[src/dual_hbridge_params.svh]
// Timing and reset constants for the dual H-bridge input decoder.
// Assumes a single 40 MHz core clock and the package that holds the types.
// How it works
// - All four inputs low puts the device in standby with every output off.
// - Per bridge: p-only forward, n-only reverse, both brake, none off.
// - Leaving standby runs a wake interval of about 7 us before outputs follow.
// - During the wake interval every output transistor stays switched off.
// - Enabling one bridge while the other already drives adds no wake delay.
// - Over-temperature trip forces all outputs off regardless of the inputs.
// - After a trip, outputs resume only once temperature drops by the hysteresis.
// - Bridge A inputs steer only bridge A outputs; bridge B likewise.
// - Bridge inputs are pulled low, so undriven inputs read as logic low.
`ifndef DUAL_HBRIDGE_PARAMS_SVH
`define DUAL_HBRIDGE_PARAMS_SVH

// ==========================================================================
// Timing
// ==========================================================================
`define CLK_PERIOD_NS   25
`define WAKE_TIME_NS    7000
`define WAKE_CYCLES     ((`WAKE_TIME_NS + `CLK_PERIOD_NS - 1) / `CLK_PERIOD_NS)
`define WAKE_CNT_W      9

// ==========================================================================
// Reset values
// ==========================================================================
`define SYNC_RESET_VAL  6'h00
`define DRIVE_OFF       2'h0

`endif

[src/dual_hbridge_pkg.sv]
// Types shared by the dual H-bridge decoder and its per-bridge decoder.
// Assumes nothing beyond a SystemVerilog compiler.
package dual_hbridge_pkg;

   // One output half-bridge: on=1 drives level, on=0 leaves the pin off
   typedef struct packed {
      logic on;
      logic level;
   } drive_s;

   // One input pair of a bridge
   typedef struct packed {
      logic p;
      logic n;
   } bridge_in_s;

   // Power state of the whole device
   typedef enum logic [1:0] {
      ST_STANDBY,
      ST_WAKE,
      ST_RUN
   } power_state_e;

endpackage

[src/bridge_decoder.sv]
// Decodes one input pair into the registered drive of one H-bridge.
// Assumes synchronised inputs and an enable from the power controller.
`timescale 1ns/1ps
`include "dual_hbridge_params.svh"

module bridge_decoder
   import dual_hbridge_pkg::*;
(
   input  wire logic       core_clk,  // 40 MHz clock
   input  wire logic       rst,       // Async reset, active high
   input  wire logic       enable,    // Bridge may drive
   input  wire bridge_in_s ctrl,      // Synchronised input pair
   output drive_s          drive_p,   // First output of the bridge
   output drive_s          drive_n    // Second output of the bridge
);

   // ========================================================================
   // Decode
   // ========================================================================
   drive_s p_next;
   drive_s n_next;
   wire    fwd   = ctrl.p & ~ctrl.n;
   wire    rev   = ~ctrl.p & ctrl.n;
   wire    brake = ctrl.p & ctrl.n;
   wire    act   = enable & (ctrl.p | ctrl.n);

   // Forward, reverse, brake or off; brake pulls both low
   assign p_next = act ? drive_s'{on: 1'b1, level: fwd} : drive_s'(`DRIVE_OFF);
   assign n_next = act ? drive_s'{on: 1'b1, level: rev} : drive_s'(`DRIVE_OFF);

   // Output registers
   always_ff @(posedge core_clk or posedge rst) begin
      if (rst) begin
         drive_p <= `DRIVE_OFF;
         drive_n <= `DRIVE_OFF;
      end else begin
         drive_p <= p_next;
         drive_n <= n_next;
      end
   end

   // ========================================================================
   // Checks
   // ========================================================================
   AST_FORWARD: assert property (@(posedge core_clk) disable iff (rst)
      enable && fwd |=> drive_p == 2'h3 && drive_n == 2'h2)
      else $error("forward pattern not driven");
   AST_REVERSE: assert property (@(posedge core_clk) disable iff (rst)
      enable && rev |=> drive_p == 2'h2 && drive_n == 2'h3)
      else $error("reverse pattern not driven");
   AST_BRAKE: assert property (@(posedge core_clk) disable iff (rst)
      enable && brake |=> drive_p == 2'h2 && drive_n == 2'h2)
      else $error("brake pattern not driven");
   AST_IDLE_PAIR_OFF: assert property (@(posedge core_clk) disable iff (rst)
      !ctrl.p && !ctrl.n |=> !drive_p.on && !drive_n.on)
      else $error("idle pair not off");
   COV_BRAKE: cover property (@(posedge core_clk) disable iff (rst) enable && brake);

endmodule

[src/dual_hbridge_input_decoder.sv]
// Top of the two-channel H-bridge control logic: input sync, wake timer,
// thermal shutdown latch and two bridge decoders.
// Assumes asynchronous pins from a host and comparator levels from a sensor.
`timescale 1ns/1ps
`include "dual_hbridge_params.svh"

module dual_hbridge_input_decoder
   import dual_hbridge_pkg::*;
#(
   parameter int                   CNT_W       = `WAKE_CNT_W,   // Wake counter width
   parameter logic [CNT_W-1:0]     WAKE_CYCLES = CNT_W'(`WAKE_CYCLES) // Wake length
)(
   input  wire logic core_clk,            // 40 MHz clock
   input  wire logic rst,                 // Async reset, active high
   input  wire logic bridge_a_ctrl_p,     // Bridge A first input pin
   input  wire logic bridge_a_ctrl_n,     // Bridge A second input pin
   input  wire logic bridge_b_ctrl_p,     // Bridge B first input pin
   input  wire logic bridge_b_ctrl_n,     // Bridge B second input pin
   input  wire logic overtemp_trip,       // Die above shutdown point
   input  wire logic overtemp_hysteresis, // Die above release point
   output drive_s    bridge_a_drive_p,    // Bridge A first output
   output drive_s    bridge_a_drive_n,    // Bridge A second output
   output drive_s    bridge_b_drive_p,    // Bridge B first output
   output drive_s    bridge_b_drive_n     // Bridge B second output
);

   // ========================================================================
   // Input synchronisers
   // ========================================================================
   logic [5:0] meta_reg;
   logic [5:0] sync_reg;
   wire  [5:0] pins = {overtemp_hysteresis, overtemp_trip,
                       bridge_b_ctrl_p, bridge_b_ctrl_n,
                       bridge_a_ctrl_p, bridge_a_ctrl_n};

   // Two flops per pin; reset low matches the pad pull-downs
   always_ff @(posedge core_clk or posedge rst) begin
      if (rst) begin
         meta_reg <= `SYNC_RESET_VAL;
         sync_reg <= `SYNC_RESET_VAL;
      end else begin
         meta_reg <= pins;
         sync_reg <= meta_reg;
      end
   end

   // Named views of the synchronised pins
   bridge_in_s in_a;
   bridge_in_s in_b;
   wire        trip_s = sync_reg[4];
   wire        hyst_s = sync_reg[5];
   assign in_a    = sync_reg[1:0];
   assign in_b    = sync_reg[3:2];
   wire   any_in  = |sync_reg[3:0];
   wire   all_low = ~any_in;

   // ========================================================================
   // Thermal shutdown latch
   // ========================================================================
   logic shut_reg;
   wire  shut_next = trip_s | (shut_reg & hyst_s);

   always_ff @(posedge core_clk or posedge rst) begin
      if (rst) begin
         shut_reg <= 1'b0;
      end else begin
         shut_reg <= shut_next;
      end
   end

   // ========================================================================
   // Power state and wake timer
   // ========================================================================
   power_state_e     state_reg;
   power_state_e     state_next;
   logic [CNT_W-1:0] wait_reg;
   logic [CNT_W-1:0] wait_next;

   // Standby on all-low, wake timer on first input, run thereafter
   always_comb begin
      state_next = state_reg;
      wait_next  = wait_reg;
      unique case (state_reg)
         ST_STANDBY: begin
            if (any_in) begin
               state_next = ST_WAKE;
               wait_next  = WAKE_CYCLES - CNT_W'(1);
            end
         end
         ST_WAKE: begin
            if (all_low) begin
               state_next = ST_STANDBY;
            end else if (wait_reg == '0) begin
               state_next = ST_RUN;
            end else begin
               wait_next = wait_reg - CNT_W'(1);
            end
         end
         ST_RUN: begin
            if (all_low) begin
               state_next = ST_STANDBY;
            end
         end
      endcase
   end

   always_ff @(posedge core_clk or posedge rst) begin
      if (rst) begin
         state_reg <= ST_STANDBY;
         wait_reg  <= '0;
      end else begin
         state_reg <= state_next;
         wait_reg  <= wait_next;
      end
   end

   // Outputs only in run without shutdown; other bridge joins with no delay
   wire drive_en = (state_reg == ST_RUN) & ~shut_reg;

   // ========================================================================
   // Bridge decoders, each pair steering only its own outputs
   // ========================================================================
   bridge_in_s bridge_in [2];
   drive_s     bridge_hi [2];
   drive_s     bridge_lo [2];

   // Index 0 is bridge A, index 1 is bridge B
   assign bridge_in[0] = in_a;
   assign bridge_in[1] = in_b;

   for (genvar g = 0; g < 2; g++) begin : gen_bridge
      bridge_decoder u_bridge (
         .core_clk (core_clk),
         .rst      (rst),
         .enable   (drive_en),
         .ctrl     (bridge_in[g]),
         .drive_p  (bridge_hi[g]),
         .drive_n  (bridge_lo[g])
      );
   end

   // Each decoder lands on its own pair of output pins
   assign bridge_a_drive_p = bridge_hi[0];
   assign bridge_a_drive_n = bridge_lo[0];
   assign bridge_b_drive_p = bridge_hi[1];
   assign bridge_b_drive_n = bridge_lo[1];

   // ========================================================================
   // Checks
   // ========================================================================
   wire              all_off = ~(bridge_a_drive_p.on | bridge_a_drive_n.on |
                                 bridge_b_drive_p.on | bridge_b_drive_n.on);
   logic [CNT_W:0]   wake_age_reg;

   // Counts consecutive wake cycles for the length check
   always_ff @(posedge core_clk or posedge rst) begin
      if (rst) begin
         wake_age_reg <= '0;
      end else if (state_reg == ST_WAKE) begin
         wake_age_reg <= wake_age_reg + (CNT_W+1)'(1);
      end else begin
         wake_age_reg <= '0;
      end
   end

   AST_STANDBY_OFF: assert property (@(posedge core_clk) disable iff (rst)
      all_low |=> all_off && state_reg == ST_STANDBY)
      else $error("all-low inputs did not give standby with outputs off");
   AST_WAKE_ENTRY: assert property (@(posedge core_clk) disable iff (rst)
      state_reg == ST_STANDBY && any_in |=> state_reg == ST_WAKE)
      else $error("wake interval not started");
   AST_WAKE_LENGTH: assert property (@(posedge core_clk) disable iff (rst)
      state_reg == ST_RUN && $past(state_reg) == ST_WAKE |->
         $past(wake_age_reg) == (CNT_W+1)'(WAKE_CYCLES) - (CNT_W+1)'(1))
      else $error("wake interval length wrong");
   AST_WAKE_OFF: assert property (@(posedge core_clk) disable iff (rst)
      state_reg == ST_WAKE |=> all_off)
      else $error("output on during wake interval");
   AST_NO_REWAKE: assert property (@(posedge core_clk) disable iff (rst)
      state_reg == ST_RUN && any_in |=> state_reg == ST_RUN)
      else $error("wake delay inserted while running");
   AST_TRIP_OFF: assert property (@(posedge core_clk) disable iff (rst)
      trip_s |-> ##2 all_off)
      else $error("outputs on during thermal trip");
   AST_HYST_HOLD: assert property (@(posedge core_clk) disable iff (rst)
      shut_reg && hyst_s |=> shut_reg)
      else $error("shutdown released above hysteresis point");
   AST_RESUME: assert property (@(posedge core_clk) disable iff (rst)
      shut_reg && !hyst_s && !trip_s |=> !shut_reg)
      else $error("shutdown not released after cooling");
   AST_PAIR_A_ONLY: assert property (@(posedge core_clk) disable iff (rst)
      drive_en && in_a == 2'h0 && in_b != 2'h0 |=> !bridge_a_drive_p.on && !bridge_a_drive_n.on)
      else $error("bridge A driven by bridge B inputs");
   // Standby, thermal and pairing checks
   AST_OFF_IN_STANDBY: assert property (@(posedge core_clk) disable iff (rst)
      state_reg == ST_STANDBY |=> all_off)
      else $error("output on in standby");
   AST_WAKE_ABORT: assert property (@(posedge core_clk) disable iff (rst)
      state_reg == ST_WAKE && all_low |=> state_reg == ST_STANDBY)
      else $error("all-low inputs during wake did not give standby");
   AST_SHUT_SET: assert property (@(posedge core_clk) disable iff (rst)
      trip_s |=> shut_reg)
      else $error("thermal trip did not set shutdown");
   AST_SHUT_OFF: assert property (@(posedge core_clk) disable iff (rst)
      shut_reg |=> all_off)
      else $error("output on during shutdown");
   AST_PAIR_B_ONLY: assert property (@(posedge core_clk) disable iff (rst)
      drive_en && in_b == 2'h0 && in_a != 2'h0 |=> !bridge_b_drive_p.on && !bridge_b_drive_n.on)
      else $error("bridge B driven by bridge A inputs");

   // ========================================================================
   // Main scenarios
   // ========================================================================
   COV_REACH_RUN: cover property (@(posedge core_clk) disable iff (rst)
      state_reg == ST_WAKE ##1 state_reg == ST_RUN);
   COV_WAKE_ABORT: cover property (@(posedge core_clk) disable iff (rst)
      state_reg == ST_WAKE ##1 state_reg == ST_STANDBY);
   COV_SHUTDOWN: cover property (@(posedge core_clk) disable iff (rst)
      drive_en ##1 shut_reg);
   COV_SECOND_BRIDGE: cover property (@(posedge core_clk) disable iff (rst)
      state_reg == ST_RUN && in_b == 2'h0 ##1 in_b != 2'h0);

endmodule

[config.mk]
export PLATFORM = sky130hd
export DESIGN_NAME = dual_hbridge_input_decoder
export DESIGN_NICKNAME = d
export VERILOG_FILES = /design/src/dual_hbridge_pkg.sv /design/src/bridge_decoder.sv /design/src/dual_hbridge_input_decoder.sv
export VERILOG_INCLUDE_DIRS = /design/src
export SDC_FILE = /design/constraint.sdc
export NUM_CORES = 1
export LEC_CHECK = 0
export BUFFER_PORTS_ARGS = -buffer_cell sky130_fd_sc_hd__buf_2
export CAP_MARGIN = 25
export CORE_UTILIZATION = 45
export DETAILED_ROUTE_END_ITERATION = 10
export HOLD_SLACK_MARGIN = 0.15
export PLACE_DENSITY = 0.67
export SYNTH_ARGS = -nofsm -noshare
export SYNTH_HDL_FRONTEND = slang
export SYNTH_HIERARCHICAL = 1
export SYNTH_SLANG_ARGS = --single-unit
[constraint.sdc]
create_clock -name core_clk -period 1.65 [get_ports core_clk]
set_input_delay 0.2475 -clock core_clk [delete_from_list [all_inputs] [get_ports core_clk]]
set_output_delay 0.2475 -clock core_clk [all_outputs]
set_load 0.02 [all_outputs]
==> results.yml <==
final_layout:
  syn2layout_area_growth_pct: 30.32
  antennaDiodeCount: 0
  layout_common_cells: "dfrtp_1, buf_4, buf_2"
  layout_commonest_cell: "dfrtp_1"
  nets: 146
  finalNonFillerCells: 165
  drive_gt1_frac: 0.3704
  largest_reg_flops: 9
  final_area_um2: 1570
  fin_util: 0.6281
timing:
  worst_slack_ns: -0.01136
  max_freq_mhz: 601.9
  maxSlewHeadroom: 0.7220
  final-hold-violation-count: 0
  finalSetupTns_ns: -0.01136
  worst_pin_slew_ns: 0.4125
  rsz0062_at_grt: "yes"
  fin_skew_ns: 0.01048
  slew_violations: 0
  setup_violations: 1
  min_period_over_period: 1.007
  min_period_ns: 1.661
floorplan:
  die_area_um2: 2889
  ios: 16
  die_y_um: 53.75
  rows: 18
  core-area_um2: 2500
  die_width_um: 53.75
  initial_core_util: 0.4820
status:
  failed_checks: "negative setup slack"
  status: "complete, but fails checks"
worst_hold_path:
  hp-class: "in -> async"
drt:
  wl_um: 2184
  vias: 868
  wire_per_inst_um: 13.24
  drtAntennaViolNets: 0
  drtIter0Drc: 6
  first_pass_iters: 3
  route.detailed.drc: 0
  routed_via_density: 5.261
synth:
  yosysTopAreaCell: "dfrtp_1"
  syn_inst: 92
  synth_top_area_frac: 0.6231
  syn_area_um2: 1205
  synthTopCellsByArea: "dfrtp_1, ha_1, and3b_1"
  ys_warn_count: 6
  async_flop_share: 1.000
  yosysSeqAreaShare: 0.6231
  synth-edff-count: 0
  synth_ff_type: "dfrtp_1"
  syn_avg_cell_area_um2: 13.10
  yosysUniqueCellTypes: 32
  synth_seq_cells: 30
  syn-num-nets: 104
global_routing:
  gr-usage-met1: 0.1949
  grt_pass1_wl_um: 3622
  antenna_found_initial: 0
  grt_pass1_vias: 872
  busiest_layer: "met2"
  grt_max_degree: 25
  grt_usage: 0.1886
  met3_usage: 0.07062
  grt_use_met2: 0.3107
  grt-ovfl-total: 0
place:
  gp_congestion: 0.7737
  dpl.hpwl_um: 1580
  placed_cells: 149
  io_buffers: 15
  placed_area_um2: 1406
clocking:
  clockBufferDepth: 2
  clock_sinks: 30
  htreeDepth: 2
  cts_tree: "yes"
  cts_made_buffers: 5
  clockRootBuffer: "clkbuf_4"
  clk_pin_slew_ns: 0.10
  clock_latency_ns: 0.33
power:
  p_leak_nw: 0.7786
  switching_share: 0.3094
  clkPwrFrac: 0.251
  ir_drop_mv: 0.7329
  p_sw_mw: 0.5583
  pwr-share-seq: 0.465
  p_int_mw: 1.246
  cellPowerDensity_nw_per_um2: 1149
  comb_power_share: 0.284
worst_setup_path:
  slowest_stage: "or4_4"
  startpoint_type: "register"
  critPathRequiredTime_ns: 1.86
  worstSetupPathType: "reg -> reg"
  path_cells: "or4_4 > and3b_2 > a211oi_1 > a31oi_1"
  crit_arrival_ns: 1.87
  cpPeakStageDelay_ns: 0.55
  cp_max_fo: 5
  endpoint_kind: "register"
job:
  maxCapViolations: 0
==> area by class of cell <==
type                            instances  area [µm²]
Multi-Input combinational cell         51       415.4
Sequential cell                        30       750.7
Fill cell                             209       929.6
Tap cell                               30       37.54
Inverter                                7       26.28
Timing Repair Buffer                   39       276.5
Clock buffer                            6       51.30
Clock inverter                          2       12.51
==> routing by layer <==
layer	share of wire	vias up	wire, µm
li1	-	414	-
met1	0.42	429	922
met2	0.51	16	1107
met3	0.038	9	83
met4	0.032	0	70
met5	0	-	0
==> timing repair <==
| action | 4_1_cts | 5_1_grt |
|---|---|---|
| hold buffers | 7 | 0 |
| setup endpoints to repair | 8 | 10 |
| setup buffers | 1 | 0 |
| pin swaps | 3 | 0 |
| endpoints found under the hold margin | 36 | 0 |
| gates resized for setup | 2 | 4 |
==> path summary, 6_finish.rpt <==
| path | slack (ns) | cells after the start | endpoint | start |
|---|---|---|---|---|
| setup / recovery | -0.01 | 4 | wait_reg[2] | sync_reg[1] |
| hold / removal | 0.33 | 3 | gen_bridge[0].u_bridge/drive_p[0] | rst |
| setup reg to reg | -0.01 | 4 | wait_reg[2] | sync_reg[1] |
| hold reg to reg | 0.36 | 0 | sync_reg[3] | meta_reg[3] |
| max in group asynchronous | 0.89 | 4 | wait_reg[7] | rst |
| min in group core_clk | 0.36 | 0 | sync_reg[3] | meta_reg[3] |
==> kinds of logic (layout without fill, tap and decap cells) <==
family          Yosys count  after routing  synth area share
compound gates           18             18            0.1204
fa+ha+maj                 4              4           0.04154
buf+inv                  11             54           0.04776
flops                    30             30            0.6231
mux                       4              4           0.03323
simple gates             25             25            0.1340
==> worst max-delay path, delay by kind of cell (launching register included) <==
kind	cells	cell delay [ns]
simple gates	2	0.83
flops	1	0.42
compound gates	2	0.30
==> through the flow <==
| step | power (mW) | setup slack (ns) | hold slack, ns |
|---|---|---|---|
| after CTS | 1.808 | 0.01105 | 0.3133 |
| after detailed placement | 1.317 | -0.08105 | 0.1376 |
| after global routing | 1.929 | -0.09813 | 0.3557 |
| after global placement | 1.299 | 0.009072 | 0.1286 |
| after floorplan | 1.149 | 0.001096 | 0.001144 |
| final | 1.805 | -0.01136 | 0.3259 |
==> power groups by stage <==
stage                     Combinational [mW]  Clock, mW  Sequential (mW)
final                                  0.513      0.453            0.839
after global placement                 0.452          0            0.847
after CTS                              0.494      0.476            0.839
after global routing                   0.568      0.510            0.851
after floorplan                        0.293          0            0.856
after detailed placement               0.465          0            0.852
==> synthesized netlist by cell type, drive strengths merged (2+ instances only) <==
master,instances
o21a,2
inv,7
nand3,2
ha,4
a21oi,2
nor2,3
a21o,2
nor4,2
buf,3
nor3,3
o41ai,2
nand3b,2
mux2i,4
dfrtp,30
and3b,5
nand2,4
a31oi,3
No activity file was read; power rests on OpenSTA's default activity.
